File: config.mk
export PLATFORM = sky130hd
export DESIGN_NAME = urx_rx
export DESIGN_NICKNAME = d
export VERILOG_FILES = /design/src/urx_pkg.sv /design/src/urx_rx.sv
export VERILOG_INCLUDE_DIRS = /design/src /design/src/src
export SDC_FILE = /design/constraint.sdc
export NUM_CORES = 1
export LEC_CHECK = 0
export BUFFER_PORTS_ARGS = -buffer_cell sky130_fd_sc_hd__buf_2
export CELL_PAD_IN_SITES_DETAIL_PLACEMENT = 1
export CELL_PAD_IN_SITES_GLOBAL_PLACEMENT = 1
export CORE_MARGIN = 1
export CORE_UTILIZATION = 47
export DETAILED_ROUTE_END_ITERATION = 10
export PLACE_DENSITY = 0.92
export RECOVER_POWER = 100
export SETUP_SLACK_MARGIN = 0.3
export SLEW_MARGIN = 25
export SYNTH_ARGS = -nofsm -noshare
export SYNTH_HDL_FRONTEND = slang
export SYNTH_SLANG_ARGS = --single-unit
export TNS_END_PERCENT = 50
File: constraint.sdc
create_clock -name i_core_clk -period 5.3 [get_ports i_core_clk]
set_clock_uncertainty 0.05 [all_clocks]
set_input_delay 1.06 -clock i_core_clk [delete_from_list [all_inputs] [get_ports i_core_clk]]
set_output_delay 1.06 -clock i_core_clk [all_outputs]
set_load 0.02 [all_outputs]
File: src/urx_params.svh
// constants of the serial receive path: offsets, fields, resets, timing
`ifndef URX_PARAMS_SVH
`define URX_PARAMS_SVH

// register byte offsets
`define URX_OFF_CTRL1 8'h00
`define URX_OFF_CTRL2 8'h04
`define URX_OFF_CTRL3 8'h08
`define URX_OFF_DIV 8'h0c
`define URX_OFF_REQ 8'h18
`define URX_OFF_STAT 8'h1c
`define URX_OFF_ICLR 8'h20
`define URX_OFF_HOLD 8'h24

// writable masks and reset values
`define URX_CTRL1_MASK 32'h0000_9735
`define URX_CTRL2_MASK 32'h0000_7000
`define URX_CTRL3_MASK 32'h0000_1861
`define URX_CTRL_RST 32'h0000_0000
`define URX_DIV_RST 16'h0010

// first control register fields
`define URX_B_UNIT_ON 0
`define URX_B_RX_ON 2
`define URX_B_QUIET_IE 4
`define URX_B_FULL_IE 5
`define URX_B_PAR_IE 8
`define URX_B_PAR_ODD 9
`define URX_B_PAR_EN 10
`define URX_B_WORD_LEN 12
`define URX_B_HALF_OVS 15

// second and third control register fields
`define URX_B_STOP_LO 12
`define URX_B_LIN_EN 14
`define URX_B_ERR_IE 0
`define URX_B_SCARD_EN 5
`define URX_B_DMA_EN 6
`define URX_B_SINGLE 11
`define URX_B_OVR_OFF 12

// request, status and clear fields
`define URX_B_FLUSH 3
`define URX_B_PAR_F 0
`define URX_B_STOP_F 1
`define URX_B_GLITCH_F 2
`define URX_B_OVR_F 3
`define URX_B_QUIET_F 4
`define URX_B_FULL_F 5
`define URX_B_ACK_F 22

// sample positions within a bit, counted from 1
`define URX_N8 5'h08
`define URX_N16 5'h10
`define URX_CEN8 5'h05
`define URX_CEN16 5'h09
`define URX_GA0 5'h03
`define URX_GA1 5'h05
`define URX_GA2 5'h07

// idle frame length in sample ticks (10 or 11 bits)
`define URX_IDLE8_W8 8'h50
`define URX_IDLE8_W9 8'h58
`define URX_IDLE16_W8 8'ha0
`define URX_IDLE16_W9 8'hb0

`endif

File: src/urx_pkg.sv
// types of the serial receive path
package urx_pkg;

  typedef struct packed {
    logic [7:0] addr;
    logic [31:0] wdata;
    logic wr;
    logic rd;
  } urx_bus_req_t;

  typedef enum logic [1:0] {
    URX_IDLE = 2'b00,
    URX_START = 2'b01,
    URX_DATA = 2'b10,
    URX_STOP = 2'b11
  } urx_state_t;

  typedef enum logic [1:0] {
    URX_STOP_1 = 2'b00,
    URX_STOP_HALF = 2'b01,
    URX_STOP_2 = 2'b10,
    URX_STOP_1P5 = 2'b11
  } urx_stop_t;

  typedef struct packed {
    logic [8:0] data;
    logic glitch;
    logic stop_fault;
    logic par_fault;
  } urx_char_t;

endpackage : urx_pkg

File: src/urx_rx.sv
// serial receive path: start detect, sampling, holding register, flags
//
// Behaviour
// - 8x: start confirmed when ticks 4, 5, 6 after the edge are low
// - 16x: start needs two of ticks 3,5,7 and two of ticks 8,9,10 low
// - two of three low in a start group: accept, raise glitch_flag unless single sample
// - start check failing either test: back to idle, no flag
// - characters of 8 or 9 data bits by word_len_sel
// - software sets rx_on after setup; rx_ack_flag shows readiness
// - completed character goes to rx_hold_reg; read clears rx_full_flag
// - rx_flush_req write clears rx_full_flag without a read
// - with rx_dma_en a DMA request per character; DMA read clears full
// - all-zero break frame is reported as a stop fault unless stop_len_sel selects half a stop bit
// - idle frame sets the quiet flag; interrupt when quiet_irq_en
// - character while full or DMA pending sets overrun_flag; interrupts
// - during overrun rx_hold_reg kept; new characters are lost
// - overrun_clr clears; overrun_detect_off keeps flag at 0
// - half_oversample_sel bit 15: 1 gives 8x, 0 gives 16x
// - smartcard or LIN forces 16x oversampling
// - majority of three centre samples or one centre sample
// - glitch_flag rises with rx_full_flag; data still loaded
// - glitch_clr clears glitch_flag
// - missing stop bit: stop_fault_flag, data loaded, full set
// - stop_fault_clr clears stop_fault_flag
// - stop_len_sel chooses where and whether the stop bit is checked
// - bit rate is clock over divider at 16x, twice that at 8x
// - wrong parity sets parity_fault_flag, cleared by its clear bit
`timescale 1ns/1ns
`default_nettype none
`include "urx_params.svh"

module urx_rx (
  // clock and reset
  input wire logic i_core_clk,
  input wire logic i_sys_rst,
  // register port
  input wire urx_pkg::urx_bus_req_t i_bus,
  output var logic [31:0] o_rdata,
  // serial line
  input wire logic i_rx,
  // dma and interrupt
  input wire logic i_dma_ack,
  output var logic o_rx_dma_req,
  output var logic o_irq
);

  function automatic logic [1:0] zeros3(input logic [2:0] s);
    zeros3 = {1'b0, ~s[0]} + {1'b0, ~s[1]} + {1'b0, ~s[2]};
  endfunction : zeros3

  function automatic logic vote3(input logic [2:0] s);
    vote3 = (s[0] & s[1]) | (s[0] & s[2]) | (s[1] & s[2]);
  endfunction : vote3

  logic [31:0] ctrl1_reg;
  logic [31:0] ctrl2_reg;
  logic [31:0] ctrl3_reg;
  logic [15:0] div_reg;
  logic [8:0] hold_reg;
  logic full_reg;
  logic glitch_reg;
  logic stop_f_reg;
  logic par_f_reg;
  logic ovr_reg;
  logic quiet_reg;
  logic ack_reg;
  logic [11:0] tick_cnt_reg;
  logic tick;
  urx_pkg::urx_state_t state_reg;
  logic [4:0] pos_reg;
  logic [3:0] idx_reg;
  logic [1:0] win_reg;
  logic [2:0] ga_reg;
  logic line_prev_reg;
  logic [8:0] sh_reg;
  logic noise_reg;
  logic done_reg;
  urx_pkg::urx_char_t done_char_reg;
  logic armed_reg;
  logic [7:0] hi_cnt_reg;
  logic quiet_ev;

  // register strobes
  logic wr_c1;
  logic wr_c2;
  logic wr_c3;
  logic wr_div;
  logic wr_req;
  logic wr_clr;
  logic rd_hold;
  assign wr_c1 = i_bus.wr && (i_bus.addr == `URX_OFF_CTRL1);
  assign wr_c2 = i_bus.wr && (i_bus.addr == `URX_OFF_CTRL2);
  assign wr_c3 = i_bus.wr && (i_bus.addr == `URX_OFF_CTRL3);
  assign wr_div = i_bus.wr && (i_bus.addr == `URX_OFF_DIV);
  assign wr_req = i_bus.wr && (i_bus.addr == `URX_OFF_REQ);
  assign wr_clr = i_bus.wr && (i_bus.addr == `URX_OFF_ICLR);
  assign rd_hold = i_bus.rd && (i_bus.addr == `URX_OFF_HOLD);

  // configuration fields
  logic unit_on;
  logic rx_on;
  logic word9;
  logic force16;
  logic half_ovs;
  logic single;
  logic ovr_off;
  logic dma_en;
  logic err_ie;
  logic full_ie;
  urx_pkg::urx_stop_t stop_sel;
  assign unit_on = ctrl1_reg[`URX_B_UNIT_ON];
  assign rx_on = ctrl1_reg[`URX_B_RX_ON];
  assign word9 = ctrl1_reg[`URX_B_WORD_LEN];
  assign force16 = ctrl2_reg[`URX_B_LIN_EN] | ctrl3_reg[`URX_B_SCARD_EN];
  assign half_ovs = ctrl1_reg[`URX_B_HALF_OVS] & ~force16;
  assign single = ctrl3_reg[`URX_B_SINGLE];
  assign ovr_off = ctrl3_reg[`URX_B_OVR_OFF];
  assign dma_en = ctrl3_reg[`URX_B_DMA_EN];
  assign err_ie = ctrl3_reg[`URX_B_ERR_IE];
  assign full_ie = ctrl1_reg[`URX_B_FULL_IE];
  assign stop_sel = urx_pkg::urx_stop_t'(ctrl2_reg[`URX_B_STOP_LO +: 2]);

  // control registers
  always_ff @(posedge i_core_clk or posedge i_sys_rst) begin
    if (i_sys_rst) begin
      ctrl1_reg <= `URX_CTRL_RST;
      ctrl2_reg <= `URX_CTRL_RST;
      ctrl3_reg <= `URX_CTRL_RST;
      div_reg <= `URX_DIV_RST;
    end else begin
      if (wr_c1) begin
        ctrl1_reg <= i_bus.wdata & `URX_CTRL1_MASK;
      end
      if (wr_c2) begin
        ctrl2_reg <= i_bus.wdata & `URX_CTRL2_MASK;
      end
      if (wr_c3) begin
        ctrl3_reg <= i_bus.wdata & `URX_CTRL3_MASK;
      end
      if (wr_div) begin
        div_reg <= i_bus.wdata[15:0];
      end
    end
  end

  // receiver ready once enabled
  always_ff @(posedge i_core_clk or posedge i_sys_rst) begin
    if (i_sys_rst) begin
      ack_reg <= 1'b0;
    end else begin
      ack_reg <= unit_on & rx_on;
    end
  end

  // sample tick: divider over 16 clocks per tick in both modes
  logic [11:0] tick_load;
  assign tick_load = (div_reg[15:4] == 12'h000) ? 12'h000 : div_reg[15:4] - 12'h001;
  assign tick = ack_reg && (tick_cnt_reg == 12'h000);
  always_ff @(posedge i_core_clk or posedge i_sys_rst) begin
    if (i_sys_rst) begin
      tick_cnt_reg <= 12'h000;
    end else if (!ack_reg || tick_cnt_reg == 12'h000) begin
      tick_cnt_reg <= tick_load;
    end else begin
      tick_cnt_reg <= tick_cnt_reg - 12'h001;
    end
  end

  // sampling geometry
  logic [4:0] nbit;
  logic [4:0] cen;
  logic [4:0] eval_pos;
  logic in_win;
  logic at_eval;
  logic in_ga;
  logic [2:0] wnow;
  logic bitv;
  logic bit_noisy;
  logic [1:0] zb;
  logic [1:0] za;
  logic start_ok;
  logic start_noisy;
  logic stop_late;
  assign nbit = half_ovs ? `URX_N8 : `URX_N16;
  assign cen = half_ovs ? `URX_CEN8 : `URX_CEN16;
  assign stop_late = (state_reg == urx_pkg::URX_STOP) && (stop_sel == urx_pkg::URX_STOP_1P5);
  assign eval_pos = stop_late ? nbit : cen + 5'h01;
  assign in_win = (pos_reg >= eval_pos - 5'h02) && (pos_reg <= eval_pos);
  assign at_eval = tick && (pos_reg == eval_pos);
  assign in_ga = !half_ovs && ((pos_reg == `URX_GA0) || (pos_reg == `URX_GA1)
                               || (pos_reg == `URX_GA2));
  assign wnow = {win_reg, i_rx};
  assign bitv = single ? wnow[1] : vote3(wnow);
  assign bit_noisy = !single && (wnow != 3'b000) && (wnow != 3'b111);
  assign zb = zeros3(wnow);
  assign za = zeros3(ga_reg);
  assign start_ok = (zb >= 2'd2) && (half_ovs || za >= 2'd2);
  assign start_noisy = !single && ((zb == 2'd2) || (!half_ovs && za == 2'd2));

  // character assembled this tick
  logic [8:0] word;
  logic par_bad;
  assign word = {word9 & sh_reg[8], sh_reg[7:0]};
  assign par_bad = ctrl1_reg[`URX_B_PAR_EN] & (^word ^ ctrl1_reg[`URX_B_PAR_ODD]);

  // receive state machine
  always_ff @(posedge i_core_clk or posedge i_sys_rst) begin
    if (i_sys_rst) begin
      state_reg <= urx_pkg::URX_IDLE;
      pos_reg <= 5'h01;
      idx_reg <= 4'h0;
      win_reg <= 2'b11;
      ga_reg <= 3'b111;
      line_prev_reg <= 1'b1;
      sh_reg <= 9'h000;
      noise_reg <= 1'b0;
      done_reg <= 1'b0;
      done_char_reg <= '0;
    end else begin
      done_reg <= 1'b0;
      if (!ack_reg) begin
        state_reg <= urx_pkg::URX_IDLE;
        line_prev_reg <= 1'b1;
      end else if (tick) begin
        line_prev_reg <= i_rx;
        pos_reg <= (pos_reg == nbit) ? 5'h01 : pos_reg + 5'h01;
        if (in_win) begin
          win_reg <= wnow[1:0];
        end
        if (in_ga) begin
          ga_reg <= {ga_reg[1:0], i_rx};
        end
        unique case (state_reg)
          urx_pkg::URX_IDLE: begin
            if (line_prev_reg && !i_rx) begin
              state_reg <= urx_pkg::URX_START;
              pos_reg <= 5'h02;
              sh_reg <= 9'h000;
              noise_reg <= 1'b0;
            end
          end
          urx_pkg::URX_START: begin
            if (at_eval) begin
              if (!start_ok) begin
                state_reg <= urx_pkg::URX_IDLE;
              end else begin
                noise_reg <= start_noisy;
              end
            end else if (pos_reg == nbit) begin
              state_reg <= urx_pkg::URX_DATA;
              idx_reg <= 4'h0;
            end
          end
          urx_pkg::URX_DATA: begin
            if (at_eval) begin
              sh_reg[idx_reg] <= bitv;
              noise_reg <= noise_reg | bit_noisy;
            end
            if (pos_reg == nbit) begin
              if (idx_reg == (word9 ? 4'h8 : 4'h7)) begin
                state_reg <= urx_pkg::URX_STOP;
              end else begin
                idx_reg <= idx_reg + 4'h1;
              end
            end
          end
          urx_pkg::URX_STOP: begin
            if (stop_sel == urx_pkg::URX_STOP_HALF) begin
              if (pos_reg == {1'b0, nbit[4:1]}) begin
                state_reg <= urx_pkg::URX_IDLE;
                done_reg <= 1'b1;
                done_char_reg <= '{word, noise_reg, 1'b0, par_bad};
              end
            end else if (at_eval) begin
              state_reg <= urx_pkg::URX_IDLE;
              done_reg <= 1'b1;
              done_char_reg <= '{word, noise_reg | bit_noisy, !bitv, par_bad};
            end
          end
        endcase
      end
    end
  end

  // idle frame watch: line high for one full frame after activity
  logic [7:0] idle_len;
  assign idle_len = half_ovs ? (word9 ? `URX_IDLE8_W9 : `URX_IDLE8_W8)
                             : (word9 ? `URX_IDLE16_W9 : `URX_IDLE16_W8);
  assign quiet_ev = armed_reg && tick && i_rx && (hi_cnt_reg == idle_len - 8'h01);
  always_ff @(posedge i_core_clk or posedge i_sys_rst) begin
    if (i_sys_rst) begin
      armed_reg <= 1'b0;
      hi_cnt_reg <= 8'h00;
    end else begin
      if (!ack_reg) begin
        armed_reg <= 1'b0;
      end else if (done_reg || state_reg != urx_pkg::URX_IDLE) begin
        armed_reg <= 1'b1;
      end else if (quiet_ev) begin
        armed_reg <= 1'b0;
      end
      if (!ack_reg || state_reg != urx_pkg::URX_IDLE || quiet_ev) begin
        hi_cnt_reg <= 8'h00;
      end else if (tick) begin
        hi_cnt_reg <= i_rx ? hi_cnt_reg + 8'h01 : 8'h00;
      end
    end
  end

  // overrun decision and load into the holding register
  logic ovr_hit;
  logic load;
  logic dma_rd;
  logic flush;
  assign dma_rd = i_dma_ack & o_rx_dma_req;
  assign flush = wr_req && i_bus.wdata[`URX_B_FLUSH];
  assign ovr_hit = done_reg && !ovr_off && (full_reg || o_rx_dma_req);
  assign load = done_reg && (ovr_off || (!ovr_hit && !ovr_reg));

  always_ff @(posedge i_core_clk or posedge i_sys_rst) begin
    if (i_sys_rst) begin
      hold_reg <= 9'h000;
    end else if (load) begin
      hold_reg <= done_char_reg.data;
    end
  end

  // full flag, set wins over clear
  always_ff @(posedge i_core_clk or posedge i_sys_rst) begin
    if (i_sys_rst) begin
      full_reg <= 1'b0;
    end else if (load) begin
      full_reg <= 1'b1;
    end else if (rd_hold || dma_rd || flush) begin
      full_reg <= 1'b0;
    end
  end

  // dma request per character
  always_ff @(posedge i_core_clk or posedge i_sys_rst) begin
    if (i_sys_rst) begin
      o_rx_dma_req <= 1'b0;
    end else if (load && dma_en) begin
      o_rx_dma_req <= 1'b1;
    end else if (i_dma_ack || !dma_en) begin
      o_rx_dma_req <= 1'b0;
    end
  end

  // error flags latched with the full flag
  logic [4:0] clr;
  assign clr = wr_clr ? i_bus.wdata[4:0] : 5'h00;
  always_ff @(posedge i_core_clk or posedge i_sys_rst) begin
    if (i_sys_rst) begin
      glitch_reg <= 1'b0;
      stop_f_reg <= 1'b0;
      par_f_reg <= 1'b0;
    end else begin
      if (load && done_char_reg.glitch) begin
        glitch_reg <= 1'b1;
      end else if (clr[`URX_B_GLITCH_F]) begin
        glitch_reg <= 1'b0;
      end
      if (load && done_char_reg.stop_fault) begin
        stop_f_reg <= 1'b1;
      end else if (clr[`URX_B_STOP_F]) begin
        stop_f_reg <= 1'b0;
      end
      if (load && done_char_reg.par_fault) begin
        par_f_reg <= 1'b1;
      end else if (clr[`URX_B_PAR_F]) begin
        par_f_reg <= 1'b0;
      end
    end
  end

  // overrun and quiet flags
  always_ff @(posedge i_core_clk or posedge i_sys_rst) begin
    if (i_sys_rst) begin
      ovr_reg <= 1'b0;
      quiet_reg <= 1'b0;
    end else begin
      if (ovr_off) begin
        ovr_reg <= 1'b0;
      end else if (ovr_hit) begin
        ovr_reg <= 1'b1;
      end else if (clr[`URX_B_OVR_F]) begin
        ovr_reg <= 1'b0;
      end
      if (quiet_ev) begin
        quiet_reg <= 1'b1;
      end else if (clr[`URX_B_QUIET_F]) begin
        quiet_reg <= 1'b0;
      end
    end
  end

  // interrupt request
  always_ff @(posedge i_core_clk or posedge i_sys_rst) begin
    if (i_sys_rst) begin
      o_irq <= 1'b0;
    end else begin
      o_irq <= (quiet_reg & ctrl1_reg[`URX_B_QUIET_IE])
             | (full_reg & full_ie)
             | (ovr_reg & (full_ie | err_ie))
             | ((glitch_reg | stop_f_reg) & err_ie)
             | (par_f_reg & ctrl1_reg[`URX_B_PAR_IE]);
    end
  end

  // status word
  logic [31:0] stat;
  always_comb begin
    stat = 32'h0000_0000;
    stat[`URX_B_PAR_F] = par_f_reg;
    stat[`URX_B_STOP_F] = stop_f_reg;
    stat[`URX_B_GLITCH_F] = glitch_reg;
    stat[`URX_B_OVR_F] = ovr_reg;
    stat[`URX_B_QUIET_F] = quiet_reg;
    stat[`URX_B_FULL_F] = full_reg;
    stat[`URX_B_ACK_F] = ack_reg;
  end

  // read data, valid only in the cycle after the strobe
  logic [31:0] c1_view;
  assign c1_view = {ctrl1_reg[31:16], half_ovs, ctrl1_reg[14:0]};
  always_ff @(posedge i_core_clk or posedge i_sys_rst) begin
    if (i_sys_rst) begin
      o_rdata <= 32'h0000_0000;
    end else if (!i_bus.rd) begin
      o_rdata <= 32'h0000_0000;
    end else begin
      unique case (i_bus.addr)
        `URX_OFF_CTRL1: o_rdata <= c1_view;
        `URX_OFF_CTRL2: o_rdata <= ctrl2_reg;
        `URX_OFF_CTRL3: o_rdata <= ctrl3_reg;
        `URX_OFF_DIV: o_rdata <= {16'h0000, div_reg};
        `URX_OFF_STAT: o_rdata <= stat;
        `URX_OFF_HOLD: o_rdata <= {23'h000000, hold_reg};
        default: o_rdata <= 32'h0000_0000;
      endcase
    end
  end

endmodule : urx_rx

`default_nettype wire

**After elaboration in Yosys (flattened, before gate mapping)**

Index checks and enable logic that the tools add are counted.

- Register bits: 144
- Bits of input ports: 46

- $add $sub $neg: 12
- Magnitude comparators: 6
- Eq/ne operators: 41
- Muxes and demuxes: 76
- Bitwise gates (word level): 31
- Reductions and logical operators: 80

Operator list:

| cell | count |
|---|---|
| case mux 23 bit (6 select lines) | 1 |
| two-way mux 12 bit | 5 |
| two-way mux 5 bit | 7 |
| two-way mux 1 bit | 32 |
| two-way mux 8 bit | 4 |
| logical AND 1 bit | 31 |
| two-way mux 4 bit | 7 |
| logical NOT 12 bit | 2 |
| subtractor 12 x 1 -> 12 bit, second input constant | 2 |
| two-way mux 23 bit | 1 |
| two-way mux 2 bit | 11 |
| nonzero test 2 bit | 11 |
| two-way mux 9 bit | 2 |
| case mux 9 bit (2 select lines) | 1 |
| equality test 8 x 4 -> 1 bit, second input constant | 2 |
| equality test 8 x 5 -> 1 bit, second input constant | 2 |
| equality test 8 x 6 -> 1 bit, second input constant | 2 |
| inequality test 2 bit, second input constant | 8 |
| AND reduction 7 bit | 2 |
| bitwise AND 1 bit | 13 |
| logical OR 1 bit | 13 |
| inequality test 3 bit, second input constant | 4 |
| equality test 2 bit, second input constant | 5 |
| equality test 5 x 3 -> 1 bit, second input constant | 2 |
| other kinds (41) | 76 |

**Logic depth before layout (Yosys ltp)**

- Depth after elaboration: 13
- Depth in mapped cells: 13
- Gate-level depth less buffers: 11

**Least setup slack after synthesis**

OpenSTA, ideal clock, no wires.

- Path type: flip-flop to flip-flop
- Start: register ctrl2_reg[14]
- End: register done_char_reg[3] (netlist name)
- Library setup time: 0.125 ns
- Arrival: 2.741 ns
- Required time: 5.125 ns
- Path slack: 2.385 ns
- Stages on the path, launching flop included: 12
- Buffers on the path: 3
- Period minus slack after synthesis: 2.915 ns
- Cells stage by stage: dfrtp_1 or3b_1 buf_2 ha_1 ha_1 and3_1 clkbuf_1 nand3_1 o21a_1 nor2_4 buf_6 mux2_2

- Longest elaborated chain between the ends: 10
- Elaborated cells between the ends (all ways): 13

Ends and longest elaborated chain:

| element | line | text |
|---|---|---|
| start: declaration | urx_rx.sv:56 | `logic [31:0] ctrl2_reg;` |
| start signal: assignment | urx_rx.sv:127 | `` ctrl2_reg <= `URX_CTRL_RST; `` |
| start signal: assignment | urx_rx.sv:135 | `` ctrl2_reg <= i_bus.wdata & `URX_CTRL2_MASK; `` |
| OR 1 bit (*) | urx_rx.sv:114 | `` assign force16 = ctrl2_reg[`URX_B_LIN_EN] \| ctrl3_reg[`URX_B_SCARD_EN]; `` |
| NOT 1 bit (*) | urx_rx.sv:115 | `` assign half_ovs = ctrl1_reg[`URX_B_HALF_OVS] & ~force16; `` |
| bitwise AND 1 bit (*) | urx_rx.sv:115 |  |
| two-way mux 4 bit (no line) | n/a |  |
| adder 4 x 1 -> 5 bit | urx_rx.sv:187 | `assign eval_pos = stop_late ? nbit : cen + 5'h01;` |
| two-way mux 5 bit | urx_rx.sv:187 |  |
| equality test 5 bit | urx_rx.sv:189 | `assign at_eval = tick && (pos_reg == eval_pos);` |
| logical AND 1 bit | urx_rx.sv:189 |  |
| nonzero test 2 bit (no line) | n/a |  |
| AND reduction 5 bit (no line) (*) | n/a |  |
| end signal: assignment | urx_rx.sv:272 | `done_char_reg <= '{word, noise_reg, 1'b0, par_bad};` |
| end signal: assignment | urx_rx.sv:277 | `done_char_reg <= '{word, noise_reg \| bit_noisy, !bitv, par_bad};` |
| end: declaration | urx_rx.sv:78 | `urx_pkg::urx_char_t done_char_reg;` |

Mark *: on every way between the ends. The rest lies on a longest branch, timed or not.
A chain may end at the register's enable or synchronous reset.

**Worst setup path after layout**

- Start: register ctrl3_reg[5]
- End: register done_char_reg[9] (netlist name)

- Longest elaborated chain between the ends: 10
- Elaborated cells between the ends (all ways): 13

Ends and longest elaborated chain:

| element | line | text |
|---|---|---|
| start: declaration | urx_rx.sv:57 | `logic [31:0] ctrl3_reg;` |
| start signal: assignment | urx_rx.sv:128 | `` ctrl3_reg <= `URX_CTRL_RST; `` |
| start signal: assignment | urx_rx.sv:138 | `` ctrl3_reg <= i_bus.wdata & `URX_CTRL3_MASK; `` |
| OR 1 bit (*) | urx_rx.sv:114 |  |
| NOT 1 bit (*) | urx_rx.sv:115 |  |
| bitwise AND 1 bit (*) | urx_rx.sv:115 |  |
| two-way mux 4 bit (no line) | n/a |  |
| adder 4 x 1 -> 5 bit | urx_rx.sv:187 |  |
| two-way mux 5 bit | urx_rx.sv:187 |  |
| equality test 5 bit | urx_rx.sv:189 |  |
| logical AND 1 bit | urx_rx.sv:189 |  |
| nonzero test 2 bit (no line) | n/a |  |
| AND reduction 5 bit (no line) (*) | n/a |  |

Marked as above.

==> impl_metrics.csv <==
group,metric,value,unit
clock_tree,post-cts-setup-buffers,0,
yosys,yosys.area.top_type_share,42.52,%
sta,final.min_clock_period,3.955,ns
drt,antenna_left,0,
job,maxCapViolations,2,
sta,finalSetupTns,0,ns
yosys,ys.flop_type,"dfrtp_1",
yosys,synth_common_cells,"dfrtp_1 (121), nand2_1 (72), o21ai_0 (36)",
cells_and_area,areaGrowthSynthToFinish,10.96,%
grt,gr-usage-all-layers,31.51,%
clock_tree,cts.sinks,129,
die,rows,44,
clock_tree,cts_buffer_depth,2,
drt,wire_per_inst,25.51,µm
drt,drt_iter0_markers,485,
clock_tree,cts_tree,"done",
drt,drt_first_pass_iters,8,
grt,grt_first_pass_wirelength,37.55,mm
yosys,synth-edff-count,0,
worst_setup_path,crit-reg2reg-launch,"ctrl3_reg[5]$_DFFE_PP0P_",
placement,dp_slack,1.934,ns
grt,grtUsageMet3,6.333,%
placement,io_buffers,48,
power,switching_power,0.0007514,W
drt,vias,5956,
sta,relSlewSlack,-98.15,%
clock_tree,clk_pin_slew,0.06,ns
die,dieArea,15650,µm²
worst_setup_path,r2r_cells,8,
worst_setup_path,criticalPathCategory,"flop to flop",
worst_setup_path,critPathSlowestCell,"nor2_1",
yosys,synthDistinctLibCells,87,
yosys,synth_seq_cells,129,
drt,drc_errors,6,
worst_setup_path,start_kind,"flop",
grt,grt.overflow.total,0,
power,ir_worst_vdd,262.3,µV
yosys,yosysWarnings,0,
cells_and_area,drive_gt1_share,13.65,%
yosys,syn_inst,674,
worst_setup_path,crit_path_start,"ctrl3_reg[5]$_DFFE_PP0P_",
placement,dp_hpwl,15.31,mm
cells_and_area,largest_reg_flops,17,
grt,grt_max_degree,64,
worst_setup_path,cp.required,5.57,ns
worst_setup_path,cp_common_cell,"ha_1",
worst_setup_path,worstReg2RegEnd,"done_char_reg[9]$_DFFE_PP0P_",
power,pwr-share-clk,46.3,%
power,power_frac_seq,41.8,%
placement,gp_congestion,0.8884,
die,pin_count,80,
sta,worst_slew_pin_slew,2.956,ns
sta,maxSlewViolCount,65,
worst_setup_path,crit_buf_inv,0,
cells_and_area,fill_cells,1604,
clock_tree,cts_resized,0,
drt,totalWireLength,23.57,mm
min_path,worstHoldStart,"done_char_reg[5]$_DFFE_PP0P_",
die,coreArea,14640,µm²
power,p_int,0.001883,W
sta,final-hold-violation-count,0,
yosys,ys_seq_area_share,45.48,%
grt,grt_pass1_vias,6564,
yosys,synth_async_sr_flop_share,100.0,%
drt,vias_per_cell,6.446,
die,die_x,125.1,µm
worst_setup_path,crit_path_max_fanout,13,
grt,use_met1,36.27,%
sta,post-route-period-util,74.62,%
yosys,synthTopCellsByArea,"dfrtp_1 (43%), ha_1 (4.7%), mux2_2 (4.0%)",
power,combPwrFrac,11.9,%
worst_setup_path,cpPeakStageDelay,0.87,ns
yosys,post-synth-top-area-cell,"dfrtp_1",
clock_tree,cts-root-buf,"clkbuf_16",
sta,fin_ws,1.345,ns
run_status,violations,"design-rule violations, max-capacitance violations, max-slew violations",
power,cellLeakagePower,3.582,nW
grt,grt.busiest_layer,"met2",
power,power.density,333.4,nW/µm²
clock_tree,clk_latency,0.45,ns
cells_and_area,antenna_cells,0,
worst_setup_path,cp_top_family,"simple AND/OR/NAND/NOR gates",
sta,fmax,252.8,MHz
yosys,syn_area,7121,µm²
worst_setup_path,cp-endpoint,"done_char_reg[9]$_DFFE_PP0P_",
die,initial_core_util,48.62,%
min_path,hp-class,"flop to flop",
worst_setup_path,endpoint_kind,"flop",
run_status,status,"finished with violations",
grt,globalRouteMet2Util,54.09,%
clock_tree,htree_levels,4,
yosys,yosysMostFrequentCell,"dfrtp_1",
power,switching_share,28.52,%
sta,final-setup-viol-count,0,
worst_setup_path,cp_data_arrival_time,4.22,ns
yosys,syn_area_per_cell,10.56,µm²
sta,rsz0062_at_grt,"no",
clock_tree,cts_buffers,17,
grt,antenna_found_initial,0,
cells_and_area,final_nets,804,
worst_setup_path,path_cells,"or3b_1 > ha_1 > ha_1 > and3_1 > nand3_1 > o21a_1 > nor2_1 > mux2_2",
worst_setup_path,r2r_slack,1.34,ns
clock_tree,cts-hold-fix-buffers,0,
die,die_h,125.1,µm
worst_setup_path,cp.depth,8,
==> stage by stage <==
step / total power (W) / hold slack (ns) / utilization, % / cell area, µm² / std cells
6_report: 0.002634 / 0.4239 / 53.96 / 7901 / 924
4_1_cts: 0.002641 / 0.4299 / 55.10 / 8069 / 924
3_5_place_dp: 0.001416 / 0.4066 / 51.05 / 7476 / 893
5_1_grt: 0.002688 / 0.4648 / 53.96 / 7901 / 924
3_3_place_gp: 0.001386 / 0.4029 / 51.05 / 7476 / 893
2_1_floorplan: 0.001320 / 0.3848 / - / 7173 / 688
==> kinds of logic after synthesis <==
family / synth area share, %
buf+inv: 4.727
other cells: 0.05266
mux: 8.891
simple gates: 16.03
fa+ha+maj: 5.588
compound gates: 14.55
xor+xnor: 4.691
flops: 45.48
==> layer usage <==
metal / up-vias / routed length (µm)
met4: 0 / 1212
met1: 3059 / 9036
met5: - / 0
met2: 281 / 12030
li1: 2515 / -
met3: 101 / 1285
==> power by group through the flow <==
stage | sequential, W | combinational, W | clock, W
after detailed placement | 0.00112 | 0.000301 | 0
after CTS | 0.00110 | 0.000321 | 0.00122
after global routing | 0.00110 | 0.000336 | 0.00125
final | 0.00110 | 0.000315 | 0.00122
after global placement | 0.00111 | 0.000277 | 0
after floorplan | 0.00110 | 0.000223 | 0
==> layout make-up <==
class,instances,area [µm²],area share (%)
flip-flops and latches,129,3238,40.98
inverters,34,130.1,1.647
clock inverters,12,160.2,2.027
well taps,184,230.2,2.914
repair buffers,53,240.2,3.040
clock buffers,19,432.9,5.479
multi-input cells,493,3470,43.91
==> cells in the final DEF (no fill, tap or decap), types with 8 or more instances in the layout <==
| cell type | n |
|---|---|
| and3_1 | 10 |
| o21ai_0 | 38 |
| o22ai_1 | 13 |
| conb_1 | 15 |
| inv_1 | 32 |
| dfstp_2 | 8 |
| mux2_1 | 19 |
| nand2b_1 | 9 |
| a22oi_1 | 20 |
| nor3_1 | 15 |
| a21oi_1 | 21 |
| clkbuf_1 | 26 |
| buf_2 | 27 |
| mux2_2 | 23 |
| clkbuf_16 | 17 |
| nor4_1 | 8 |
| a21boi_0 | 10 |
| ha_1 | 27 |
| xor2_1 | 16 |
| dfrtp_1 | 121 |
| nand3_1 | 16 |
| xnor2_1 | 17 |
| nor2_1 | 30 |
| nand4_1 | 8 |
| mux2i_1 | 9 |
| nand2_1 | 74 |
==> worst reg2reg max path: cells and delay by family, from the launching register on <==
| family | cells | cell delay [ns] |
|---|---|---|
| AOI/OAI and AO/OA | 1 | 0.17 |
| adders and majority gates | 2 | 0.74 |
| DFF | 1 | 0.44 |
| muxes | 1 | 0.43 |
| and+or+nand+nor | 4 | 2.00 |
==> how the worst min path moves through the flow <==
stage	cells past startpoint	end	slack (ns)
floorplan	2	hold_reg[0]$_DFFE_PP0P_	0.38
global placement	2	hold_reg[4]$_DFFE_PP0P_	0.40
detailed placement	2	hold_reg[4]$_DFFE_PP0P_	0.41
CTS	2	hold_reg[2]$_DFFE_PP0P_	0.43
global route	2	hold_reg[2]$_DFFE_PP0P_	0.46
finish	2	hold_reg[2]$_DFFE_PP0P_	0.42
No activity file was read; power rests on OpenSTA's default activity.
